--- config.mk ---
export PLATFORM = sky130hd
export DESIGN_NAME = adc_and_timed_fault_response
export DESIGN_NICKNAME = d
export VERILOG_FILES = /design/src/fault_resp_pkg.sv /design/src/adc_and_timed_fault_response.sv /design/src/pin_sync.sv
export SDC_FILE = /design/constraint.sdc
export NUM_CORES = 1
export LEC_CHECK = 0
export BUFFER_PORTS_ARGS = -buffer_cell sky130_fd_sc_hd__buf_2
export CORE_AREA = 2 2 95 97
export DETAILED_ROUTE_END_ITERATION = 16
export DIE_AREA = 0 0 97 99
export PLACE_DENSITY = 0.81
export SLEW_MARGIN = 20
export SYNTH_ARGS = -nofsm -noshare
export SYNTH_HDL_FRONTEND = slang
export SYNTH_HIERARCHICAL = 1
export SYNTH_SLANG_ARGS = --single-unit
--- constraint.sdc ---
create_clock -name i_clk_sys -period 4.1 [get_ports i_clk_sys]
set_input_delay 0.615 -clock i_clk_sys [delete_from_list [all_inputs] [get_ports i_clk_sys]]
set_output_delay 0.615 -clock i_clk_sys [all_outputs]
set_load 0.005 [all_outputs]
--- src/fault_resp_pkg.sv ---
/*
 * Shared constants for the converter-measured and turn-on timeout fault response block:
 * timing counts, reaction register field layout, register selector codes and status bit
 * positions.
 * Assumes a 50 MHz system clock; the tick counts below are derived from it.
 */
`default_nettype none

package fault_resp_pkg;

    // ==========================================================================
    // Timing
    // ==========================================================================
    localparam int          CLK_HZ         = 50_000_000;
    localparam int          TICK_US        = 10;
    localparam int          TICK_CYCLES    = TICK_US * (CLK_HZ / 1_000_000);
    localparam logic [8:0]  TICK_LAST      = 9'(TICK_CYCLES - 1);
    localparam int          TOFF_MAX_MS    = 13_100;
    localparam logic [20:0] TOFF_MAX_TICKS = 21'(TOFF_MAX_MS * 1000 / TICK_US);
    // Off time between a fault shutdown and the next restart attempt
    localparam logic [3:0]  RESTART_GAP_LAST = 4'h7;

    // ==========================================================================
    // Reaction register layout
    // ==========================================================================
    localparam int          ACT_HI       = 7;
    localparam int          ACT_LO       = 6;
    localparam int          RETRY_HI     = 5;
    localparam int          RETRY_LO     = 3;
    localparam int          DELAY_HI     = 2;
    localparam logic [2:0]  DELAY_FIXED  = 3'h0;
    localparam logic [7:0]  REACTION_RST = 8'h80;
    localparam int          NUM_REACT    = 5;

    // ==========================================================================
    // Register selectors on the command port
    // ==========================================================================
    localparam logic [3:0]  SEL_OT           = 4'h0;
    localparam logic [3:0]  SEL_UT           = 4'h1;
    localparam logic [3:0]  SEL_VIN_OV       = 4'h2;
    localparam logic [3:0]  SEL_VIN_UV       = 4'h3;
    localparam logic [3:0]  SEL_TON_MAX      = 4'h4;
    localparam logic [3:0]  SEL_STATUS_BYTE  = 4'h5;
    localparam logic [3:0]  SEL_STATUS_WORD  = 4'h6;
    localparam logic [3:0]  SEL_STATUS_INPUT = 4'h7;
    localparam logic [3:0]  SEL_STATUS_TEMP  = 4'h8;
    localparam logic [3:0]  SEL_STATUS_VOUT  = 4'h9;

    // ==========================================================================
    // Status bit positions
    // ==========================================================================
    localparam int          SB_OFF        = 6;
    localparam int          SB_VIN_UV     = 3;
    localparam int          SB_TEMP       = 2;
    localparam int          SB_HIGH_BYTE  = 0;
    localparam int          SW_VOUT       = 15;
    localparam int          SW_INPUT      = 13;
    localparam int          TEMP_OT_BIT   = 7;
    localparam int          TEMP_UT_BIT   = 4;
    localparam int          INPUT_OV_BIT  = 7;
    localparam int          INPUT_UV_BIT  = 4;
    localparam int          VOUT_TMAX_BIT = 4;

endpackage

`default_nettype wire

--- src/adc_and_timed_fault_response.sv ---
/*
 * Fault response for one supply channel: faults measured by the slow converter
 * (over/under temperature, input over/undervoltage) and the turn-on timeout.
 * Assumes fault inputs are same-clock levels from the measurement logic, the
 * control and bias sense pins are asynchronous, and the command decoder hands
 * over one register access per valid cycle.
 */
// What this block does
// Action code zero keeps the channel running through a measured fault.
// Nonzero action shuts down, immediately or sequenced after the turn-off delay.
// Retry field zero means no restart; output stays latched off until released.
// Nonzero retry restarts up to global count; off command, bias loss, fault stop it.
// Measured-fault delay field reads zero; no deglitch before acting.
// Temperature or input fault sets summary, detail bits and pulls alert low.
// Turn-on timeout sets high-byte, vout word and timeout detail bits, asserts alert.
// Timeout with nonzero action shuts down like other faults, then follows retry.
// Timeout delay field is fixed zero; act at once on detection.
// A fault shutdown with a zero retry field or no retries left latches the channel off.
// Latch releases on control pin toggle, operation command, or bias removal.
// Every fault and warning asserts alert and sets its status bits.
// Clear-faults wipes status and releases alert but never releases a latched channel.
// Measured faults are acted on straight from the converter, unfiltered.
// Sequenced turn-off delay is clamped to 13.1 s internally; readback unchanged.
// Status byte bit 0 flags faults or warnings not shown by bits 7 to 1.
// Each restart reruns turn-on and decrements a retry counter; zero stays latched.
// Host answers alert by reading status, then issues clear-faults.
`default_nettype none

module adc_and_timed_fault_response
    import fault_resp_pkg::*;
#(
    parameter logic [20:0] TOFF_LIMIT_TICKS = TOFF_MAX_TICKS
)(
    // Clock and reset
    input  wire logic        i_clk_sys,
    input  wire logic        i_nrst,
    // Register access from the command decoder
    input  wire logic        i_cmd_valid,
    input  wire logic        i_cmd_write,
    input  wire logic [3:0]  i_cmd_sel,
    input  wire logic [7:0]  i_cmd_wdata,
    input  wire logic        i_clear_faults,
    input  wire logic        i_op_cmd,
    input  wire logic        i_op_on,
    // Channel configuration
    input  wire logic        i_seq_off_mode,
    input  wire logic [20:0] i_toff_delay,
    input  wire logic [2:0]  i_retry_count,
    // Fault and warning events
    input  wire logic        i_ot_fault,
    input  wire logic        i_ut_fault,
    input  wire logic        i_vin_ov_fault,
    input  wire logic        i_vin_uv_fault,
    input  wire logic        i_ton_max_fault,
    input  wire logic        i_warn_event,
    // Pins
    input  wire logic        i_control_pin,
    input  wire logic        i_bias_sense_input,
    // Read answer
    output logic      [15:0] o_rd_data,
    output logic             o_rd_valid,
    // Channel control
    output logic             o_chan_on,
    output logic             o_turn_on_start,
    output logic             o_latched_off,
    // Open-drain alert toward the host
    output logic             o_host_alert_n_out,
    output logic             o_host_alert_n_oe
);

    // ==========================================================================
    // State
    // ==========================================================================
    typedef enum logic [2:0] {
        ST_OFF,
        ST_ON,
        ST_SEQ_OFF,
        ST_GAP,
        ST_LATCHED
    } chan_state_e;

    typedef struct packed {
        chan_state_e          st;
        logic [4:0][7:0]      rx;
        logic [2:0]           retry_fld;
        logic [2:0]           retry_cnt;
        logic [8:0]           tick_cnt;
        logic [20:0]          off_cnt;
        logic [3:0]           gap_cnt;
        logic                 ctrl_prev;
        logic                 f_ot;
        logic                 f_ut;
        logic                 f_vin_ov;
        logic                 f_vin_uv;
        logic                 f_ton_max;
        logic                 f_warn;
        logic                 alert;
        logic                 pin_level;
        logic                 chan_on;
        logic                 latched;
        logic                 turn_on_start;
        logic [15:0]          rd_data;
        logic                 rd_valid;
        logic [3:0]           rd_sel;
    } resp_s;

    resp_s r_reg;
    resp_s r_next;

    // ==========================================================================
    // Helpers
    // ==========================================================================
    function automatic logic act_on(input logic [7:0] rx);
        act_on = (rx[ACT_HI:ACT_LO] != 2'b00);
    endfunction

    function automatic chan_state_e after_off(input logic [2:0] fld, input logic [2:0] cnt);
        after_off = ((fld != 3'h0) && (cnt != 3'h0)) ? ST_GAP : ST_LATCHED;
    endfunction

    // ==========================================================================
    // Pin synchronisation
    // ==========================================================================
    logic [1:0] pins_s;
    logic       ctrl_s;
    logic       bias_s;

    pin_sync u_pin_sync (
        .i_clk_sys (i_clk_sys),
        .i_nrst    (i_nrst),
        .i_pins    ({i_bias_sense_input, i_control_pin}),
        .o_pins    (pins_s)
    );

    assign ctrl_s = pins_s[0];
    assign bias_s = pins_s[1];

    // ==========================================================================
    // Fault decode
    // ==========================================================================
    logic [4:0]  flt;
    logic [4:0]  shut_hit;
    logic [2:0]  hit_retry;
    logic [20:0] toff_eff;
    logic        run_ok;
    logic        release_req;
    logic        any_event;

    // Measured faults arrive unfiltered and act the same cycle
    assign flt = {i_ton_max_fault, i_vin_uv_fault, i_vin_ov_fault, i_ut_fault, i_ot_fault};

    genvar gi;
    generate
        for (gi = 0; gi < NUM_REACT; gi++) begin : g_hit
            assign shut_hit[gi] = flt[gi] & act_on(r_reg.rx[gi]);
        end
    endgenerate

    // Lowest index wins when several faults land together
    always_comb begin
        hit_retry = 3'h0;
        for (int k = NUM_REACT - 1; k >= 0; k--) begin
            if (shut_hit[k]) begin
                hit_retry = r_reg.rx[k][RETRY_HI:RETRY_LO];
            end
        end
    end

    // Only the internal copy is clamped; the delay input itself is untouched
    assign toff_eff = (i_toff_delay > TOFF_LIMIT_TICKS) ? TOFF_LIMIT_TICKS : i_toff_delay;

    assign run_ok      = i_op_on & ctrl_s & bias_s;
    assign release_req = (ctrl_s != r_reg.ctrl_prev) | i_op_cmd | !bias_s;
    assign any_event   = (|flt) | i_warn_event;

    // ==========================================================================
    // Next state
    // ==========================================================================
    always_comb begin
        r_next               = r_reg;
        r_next.turn_on_start = 1'b0;
        r_next.rd_valid      = 1'b0;
        r_next.pin_level     = 1'b0;
        r_next.ctrl_prev     = ctrl_s;
        if (r_reg.st != ST_GAP) begin
            r_next.gap_cnt = 4'h0;
        end

        // Register writes; delay field is hard-wired
        if (i_cmd_valid && i_cmd_write && (i_cmd_sel <= SEL_TON_MAX)) begin
            r_next.rx[i_cmd_sel[2:0]] = {i_cmd_wdata[ACT_HI:RETRY_LO], DELAY_FIXED};
        end

        // Register reads
        if (i_cmd_valid && !i_cmd_write) begin
            r_next.rd_valid = 1'b1;
            r_next.rd_sel   = i_cmd_sel;
            r_next.rd_data  = 16'h0000;
            case (i_cmd_sel)
                SEL_OT, SEL_UT, SEL_VIN_OV, SEL_VIN_UV, SEL_TON_MAX: begin
                    r_next.rd_data[7:0] = r_reg.rx[i_cmd_sel[2:0]];
                end
                SEL_STATUS_BYTE, SEL_STATUS_WORD: begin
                    r_next.rd_data[SB_OFF]       = !r_reg.chan_on;
                    r_next.rd_data[SB_VIN_UV]    = r_reg.f_vin_uv;
                    r_next.rd_data[SB_TEMP]      = r_reg.f_ot | r_reg.f_ut;
                    r_next.rd_data[SB_HIGH_BYTE] = r_reg.f_vin_ov | r_reg.f_ton_max
                                                 | r_reg.f_warn;
                    if (i_cmd_sel == SEL_STATUS_WORD) begin
                        r_next.rd_data[SW_VOUT]  = r_reg.f_ton_max;
                        r_next.rd_data[SW_INPUT] = r_reg.f_vin_ov | r_reg.f_vin_uv;
                    end
                end
                SEL_STATUS_INPUT: begin
                    r_next.rd_data[INPUT_OV_BIT] = r_reg.f_vin_ov;
                    r_next.rd_data[INPUT_UV_BIT] = r_reg.f_vin_uv;
                end
                SEL_STATUS_TEMP: begin
                    r_next.rd_data[TEMP_OT_BIT] = r_reg.f_ot;
                    r_next.rd_data[TEMP_UT_BIT] = r_reg.f_ut;
                end
                SEL_STATUS_VOUT: begin
                    r_next.rd_data[VOUT_TMAX_BIT] = r_reg.f_ton_max;
                end
                default: begin
                    r_next.rd_data = 16'h0000;
                end
            endcase
        end

        // Status flags: clear first so a same-cycle event survives
        if (i_clear_faults) begin
            r_next.f_ot      = 1'b0;
            r_next.f_ut      = 1'b0;
            r_next.f_vin_ov  = 1'b0;
            r_next.f_vin_uv  = 1'b0;
            r_next.f_ton_max = 1'b0;
            r_next.f_warn    = 1'b0;
            r_next.alert     = 1'b0;
        end
        if (i_ot_fault) r_next.f_ot = 1'b1;
        if (i_ut_fault) r_next.f_ut = 1'b1;
        if (i_vin_ov_fault) r_next.f_vin_ov = 1'b1;
        if (i_vin_uv_fault) r_next.f_vin_uv = 1'b1;
        if (i_ton_max_fault) r_next.f_ton_max = 1'b1;
        if (i_warn_event) r_next.f_warn = 1'b1;
        if (any_event) r_next.alert = 1'b1;

        // Channel sequencing
        case (r_reg.st)
            ST_OFF: begin
                if (run_ok) begin
                    r_next.st            = ST_ON;
                    r_next.turn_on_start = 1'b1;
                    r_next.retry_cnt     = i_retry_count;
                end
            end
            ST_ON: begin
                // Action zero faults fall through and the channel keeps running
                if (!run_ok) begin
                    r_next.st = ST_OFF;
                end else if (|shut_hit) begin
                    r_next.retry_fld = hit_retry;
                    if (i_seq_off_mode && (toff_eff != 21'h0)) begin
                        r_next.st       = ST_SEQ_OFF;
                        r_next.off_cnt  = toff_eff;
                        r_next.tick_cnt = 9'h000;
                    end else begin
                        r_next.st = after_off(hit_retry, r_reg.retry_cnt);
                    end
                end
            end
            ST_SEQ_OFF: begin
                if (!run_ok) begin
                    r_next.st = ST_OFF;
                end else if (r_reg.tick_cnt == TICK_LAST) begin
                    r_next.tick_cnt = 9'h000;
                    if (r_reg.off_cnt == 21'h1) begin
                        r_next.st = after_off(r_reg.retry_fld, r_reg.retry_cnt);
                    end else begin
                        r_next.off_cnt = r_reg.off_cnt - 21'h1;
                    end
                end else begin
                    r_next.tick_cnt = r_reg.tick_cnt + 9'h001;
                end
            end
            ST_GAP: begin
                if (!run_ok) begin
                    r_next.st = ST_OFF;
                end else if (|shut_hit) begin
                    r_next.st = ST_LATCHED;
                end else if (r_reg.gap_cnt == RESTART_GAP_LAST) begin
                    r_next.st            = ST_ON;
                    r_next.turn_on_start = 1'b1;
                    r_next.retry_cnt     = r_reg.retry_cnt - 3'h1;
                end else begin
                    r_next.gap_cnt = r_reg.gap_cnt + 4'h1;
                end
            end
            ST_LATCHED: begin
                // Clear-faults deliberately has no path out of here
                if (release_req) begin
                    r_next.st = ST_OFF;
                end
            end
            default: begin
                r_next.st = ST_OFF;
            end
        endcase

        r_next.chan_on = (r_next.st == ST_ON) || (r_next.st == ST_SEQ_OFF);
        r_next.latched = (r_next.st == ST_LATCHED);
    end

    always_ff @(posedge i_clk_sys) begin
        if (!i_nrst) begin
            r_reg     <= '0;
            r_reg.st  <= ST_OFF;
            r_reg.rx  <= {NUM_REACT{REACTION_RST}};
        end else begin
            r_reg <= r_next;
        end
    end

    assign o_rd_data          = r_reg.rd_data;
    assign o_rd_valid         = r_reg.rd_valid;
    assign o_chan_on          = r_reg.chan_on;
    assign o_turn_on_start    = r_reg.turn_on_start;
    assign o_latched_off      = r_reg.latched;
    assign o_host_alert_n_out = r_reg.pin_level;
    assign o_host_alert_n_oe  = r_reg.alert;
endmodule

`default_nettype wire

--- src/pin_sync.sv ---
/*
 * Two-stage synchroniser for the channel control pin and the bias sense pin.
 * Assumes both pins are asynchronous levels; only the second stage is used downstream.
 */
`default_nettype none

module pin_sync
    import fault_resp_pkg::*;
(
    // Clock and reset
    input  wire logic       i_clk_sys,
    input  wire logic       i_nrst,
    // Raw pins
    input  wire logic [1:0] i_pins,
    // Synchronised levels
    output logic      [1:0] o_pins
);

    typedef struct packed {
        logic [1:0] stage1;
        logic [1:0] stage2;
    } sync_s;

    sync_s sync_reg;
    sync_s sync_next;

    always_comb begin
        sync_next = sync_reg;
        for (int k = 0; k < 2; k++) begin
            sync_next.stage1[k] = i_pins[k];
            sync_next.stage2[k] = sync_reg.stage1[k];
        end
    end

    always_ff @(posedge i_clk_sys) begin
        if (!i_nrst) begin
            sync_reg <= '0;
        end else begin
            sync_reg <= sync_next;
        end
    end

    assign o_pins = sync_reg.stage2;

endmodule

`default_nettype wire

## Yosys cells after proc, flatten, opt, wreduce, memory -nomap -nowiden

Cells that the tools add are included.

| word-level totals | value |
|---|---|
| register bits | 114 |
| input bits | 52 |
| output and inout port bits | 22 |
| word-level logic and storage cells | 188 |

| operators by class | value |
|---|---|
| add/sub/neg operators | 4 |
| $lt $le $gt $ge | 4 |
| equal/unequal tests | 31 |
| mux-type cells | 68 |
| bitwise operators | 14 |
| reduce and logical (&&, ||, !) cells | 39 |

Operators by type and width:

| kind | count |
|---|---|
| 30-bit two-way mux | 4 |
| 3-bit two-way mux | 22 |
| 21-bit two-way mux | 3 |
| 30-bit one-hot mux with 2 select lines | 1 |
| 40-bit bitwise mux | 1 |
| 2-bit nonzero test | 14 |
| 8-bit binary-select mux with 3-bit select | 1 |
| 8-bit demux with 3-bit select | 1 |
| 21-bit by 1-bit == test with 1-bit output, second input constant | 1 |
| 21-bit > comparator, second input constant | 1 |
| 21-bit nonzero test | 1 |
| 21-bit by 1-bit subtractor with 21-bit output, second input constant | 1 |
| 4-bit by 3-bit == test with 1-bit output, second input constant | 5 |
| 4-bit two-way mux | 5 |
| 2-bit inequality test, second input constant | 10 |
| 1-bit two-way mux | 17 |
| 8-bit two-way mux | 2 |
| 3-bit one-hot mux with 5 select lines | 1 |
| 5-bit OR reduction | 3 |
| 5-bit AND reduction | 2 |
| 9-bit by 1-bit adder with 9-bit output, second input constant | 1 |
| 3-bit by 2-bit == test with 1-bit output, second input constant | 3 |
| 9-bit == test, second input constant | 1 |
| 9-bit two-way mux | 1 |
| 30 further kinds | 58 |

## Longest topological paths before layout

| depth | value |
|---|---|
| depth in word-level cells | 16 |
| mapped depth | 10 |
| depth with buffers taken out | 8 |

## Cells and area by module

The synthesis kept the hierarchy.

By module, submodules not included:

| module | times used | cells an instance | area each (µm²) |
|---|---|---|---|
| adc_and_timed_fault_response | 1 | 615 | 5091.1 |
| pin_sync | 1 | 8 | 105.1 |

## Least setup slack after synthesis

Ideal clock, no wire load.

| timing path | value |
|---|---|
| kind | input port to flip-flop |
| from | input i_op_on |
| to | register r_reg[50] (netlist bit) |
| data arrival time | 2.283 ns |
| required time | 3.969 ns |
| path slack | 1.686 ns |
| stages | 8 |
| buffers on the path | 2 |
| cell sequence | nand3_2 > or4b_1 > a21oi_2 > a21oi_1 > buf_2 > buf_6 > o211ai_1 > o31ai_4 |

| between the ends | value |
|---|---|
| word-level cells in the longest chain between the ends | 4 |

Ends and longest elaborated chain:

| item | RTL line | text |
|---|---|---|
| from (decl) | adc_and_timed_fault_response.sv:44 | `input wire logic i_op_on,` |
| 1-bit AND (*) (2 in series) | adc_and_timed_fault_response.sv:172 | `assign run_ok = i_op_on & ctrl_s & bias_s;` |
| 2-bit inequality test (no line) | -- |  |
| 7-bit AND reduction (no line) (*) | -- |  |
| to (signal assigned) | adc_and_timed_fault_response.sv:321 | `r_reg <= r_next;` |
| to (decl) | adc_and_timed_fault_response.sv:107 | `resp_s r_reg;` |

Mark *: on every way between the ends. The rest lies on a longest branch, timed or not.
A chain may end at the register's enable or synchronous reset.

## Final worst setup path

| timing path | value |
|---|---|
| from | register r_reg[37] (netlist bit) |
| to | register r_reg[46] (netlist bit) |

| between the ends | value |
|---|---|
| word-level cells in the longest chain between the ends | 5 |

Ends and longest elaborated chain:

| item | RTL line | text |
|---|---|---|
| 21-bit by 1-bit subtractor with 21-bit output | adc_and_timed_fault_response.sv:281 | `r_next.off_cnt = r_reg.off_cnt - 21'h1;` |
| 21-bit two-way mux | adc_and_timed_fault_response.sv:278 | `if (r_reg.off_cnt == 21'h1) begin` |
| 21-bit two-way mux | adc_and_timed_fault_response.sv:276 | `end else if (r_reg.tick_cnt == TICK_LAST) begin` |
| 30-bit two-way mux | adc_and_timed_fault_response.sv:274 | `if (!run_ok) begin` |
| 30-bit one-hot mux with 2 select lines | adc_and_timed_fault_response.sv:250 | `case (r_reg.st)` |

Several ways; a longest one is shown, not always the timed one. The select of a mux whose other input is x is not followed.

==> flow_summary.yaml <==
run_status:
  outcome: "finished clean"
timing:
  relSlewSlack_pct: 48.06
  final_max_slew_viol_count: 0
  post-route-period-util_pct: 71.02
  finalHoldViolCount: 0
  finalSetupViolCount: 0
  period_needed_ns: 2.912
  fmax_mhz: 343.4
  fin_setup_tns_ns: 0
  rsz0062_at_grt: "false"
  tightest_slew_ns: 0.7762
  skew_ns: 0.009769
worst_hold_path:
  min_path_cells: 2
  min_path_type: "in -> reg"
  hold_path_startpoint: "i_control_pin"
  hold_path_end: "u_pin_sync/sync_next[0]"
drt:
  wl_per_cell_um: 17.96
  finalWirelength_um: 13900
  dr.first_iter.drc_count: 344
  final_antenna_net_count: 0
  viasPerCell: 6.473
  firstDrtPassIters: 5
  num_vias: 5010
  drc_errors: 0
final_layout:
  area_growth_syn_to_layout_pct: 8.042
  postLayoutCellArea_um2: 5614
  filler_cell_count: 764
  largest_reg_flops: 75
  layout-drive-gt1-share_pct: 17.27
  n_antenna_cell: 0
  nets: 720
  final_core_util_pct: 65.66
clock_network:
  cts-root-buf: "clkbuf_8"
  cts.hold.buffers_added: 0
  cts-resized-gates: 0
  clock_path_buffers: 2
  numClockSinks: 93
  clk_pin_slew_worst_paths_ns: 0.09
  post_cts_buffers: 0
  cts_buffers: 9
  h-tree-depth: 3
  cts_tree: "built"
  clock_latency_ns: 0.37
setup_path:
  r2r_setup_slack_ns: 1.19
  reg2reg_depth: 8
  worst_r2r_endpoint: "r_reg[46]"
  critPathKind: "reg -> reg"
  critPathMaxFanout: 14
  worst_setup_path_end_kind: "flop"
  startpoint_type: "flop"
  crit_arrival_ns: 3.14
  timing.rr.start: "r_reg[37]"
  cp.required_ns: 4.33
global_route:
  antenna_found_initial: 0
  grt_max_degree: 32
  grt_pass1_wl_um: 23080
  track_usage_pct: 29.33
  grt_overflow: 0
  grt_pass1_vias: 4736
logic_synthesis:
  synth_area_leaders: "dfxtp_1, nor2_1, mux2i_1, a21oi_1, nand2_1"
  synthFlopType: "dfxtp_1"
  synth_common_cells: "dfxtp_1, nor2_1, nand2_1"
  synth_top_cell_by_area: "dfxtp_1"
  seq_area_frac_synth_pct: 35.83
  synthArstFlopShare_pct: 0
  synthesis.instances: 623
  synth_top_area_share_pct: 35.83
  synth_edf_count: 0
  syn_area_um2: 5196
  synth_warnings: 6
  ys_ff_latch: 93
  syn-mean-instance-area_um2: 8.341
  synth.distinct_cells: 71
  yosysMostFrequentCell: "dfxtp_1"
power_and_ir_drop:
  seq_power_share_pct: 56.9
  power.leakage_nw: 2.158
  powerDensity_nw_per_um2: 288.7
  pwr-share-comb_pct: 9.0
  clock_power_share_pct: 34.1
  power.total_w: 0.001621
  ir_worst_vdd_mv: 0.1527
  p_switching_w: 0.0004336
  p_int_w: 0.001187
  swShare_pct: 26.76
floorplanning:
  core_area_um2: 8551
  die_area_um2: 9603
  die_w_um: 97
  initial_utilization_pct: 60.77
  die_h_um: 99
  rows: 34
  ios: 74
place:
  placed_cell_area_um2: 5449
  hpwl_um: 9913
  gp_congestion: 0.9289
  portBuffers: 62
flow_run:
  max_cap_violations: 0
==> how the worst max path moves through the flow <==
| stage | slack [ns] | endpoint | startpoint |
|---|---|---|---|
| 2_1_floorplan | 1.69 | r_reg[50] | i_op_on |
| 3_3_place_gp | 1.21 | o_chan_on | i_ot_fault |
| 3_5_place_dp | 1.14 | r_reg[46] | i_op_on |
| 4_1_cts | 1.24 | r_reg[46] | r_reg[37] |
| 5_1_grt | 1.0 | r_reg[46] | r_reg[37] |
| 6_report | 1.19 | r_reg[46] | r_reg[37] |
==> layer usage <==
metal  track usage, %  part of all wire (%)  up-vias  wire length [um]
met5                0                     0        -                 0
met4            12.03                   1.8        0               250
met3            4.681                   6.6       27               913
met2            46.37                    48      200              6650
met1            40.34                    44     2394              6085
li1                 -                     -     2389                 -
==> placed cells by master (no fill, tap or decap), types with 12 or more instances in the layout <==
master and n:
a21oi_1 41, dfxtp_1 93, buf_2 62, o211ai_1 16, o21ai_0 32, nand2_1 44
mux2i_1 25, nor2_1 75, nor3_1 25, nor4_1 12, nand3_1 27
==> cells by family after synthesis <==
logic type / after synthesis / share of synthesized area, %
other: 1 / 0.07217
and+or+nand+nor: 250 / 24.63
DFF: 93 / 35.83
muxes: 34 / 7.850
AOI/OAI and AO/OA: 166 / 21.53
xor gates and xnor gates: 12 / 2.023
buffers and inverters: 61 / 6.622
adders and majority gates: 6 / 1.445
==> power by group through the flow <==
stage | Sequential [W] | Clock, W | Combinational [W]
floorplan | 0.000941 | 0 | 0.0000925
global placement | 0.000943 | 0 | 0.000140
detailed placement | 0.000943 | 0 | 0.000143
CTS | 0.000922 | 0.000562 | 0.000143
global route | 0.000924 | 0.000605 | 0.000161
finish | 0.000922 | 0.000553 | 0.000146
==> stage by stage <==
stage	std cells	hold slack (ns)	setup WS, ns
finish	774	0.4467	1.188
CTS	774	0.4430	1.238
floorplan	630	0.4118	1.686
global route	774	0.4334	0.9985
detailed placement	759	0.4335	1.135
global placement	759	0.4239	1.207
==> worst max-delay path, stage by stage, from the launching register on <==
cell and delay, ns:
dfxtp_1 0.41, ha_1 0.16, or4b_2 0.60, nor4_2 0.27
a21oi_1 0.12, buf_4 0.19, nand2b_1 0.27, nand2_1 0.55
o41ai_1 0.20
==> area by class of cell <==
type	instances	area, um2	share of cell area [%]
multi-input combinational	476	3025	53.89
sequential	93	1862	33.16
timing repair buffer	73	392.9	6.998
tap	108	135.1	2.407
clock buffer	10	127.6	2.273
clock inverter	5	37.54	0.6686
inverter	9	33.78	0.6017
Power figures use the tool's default switching activity.
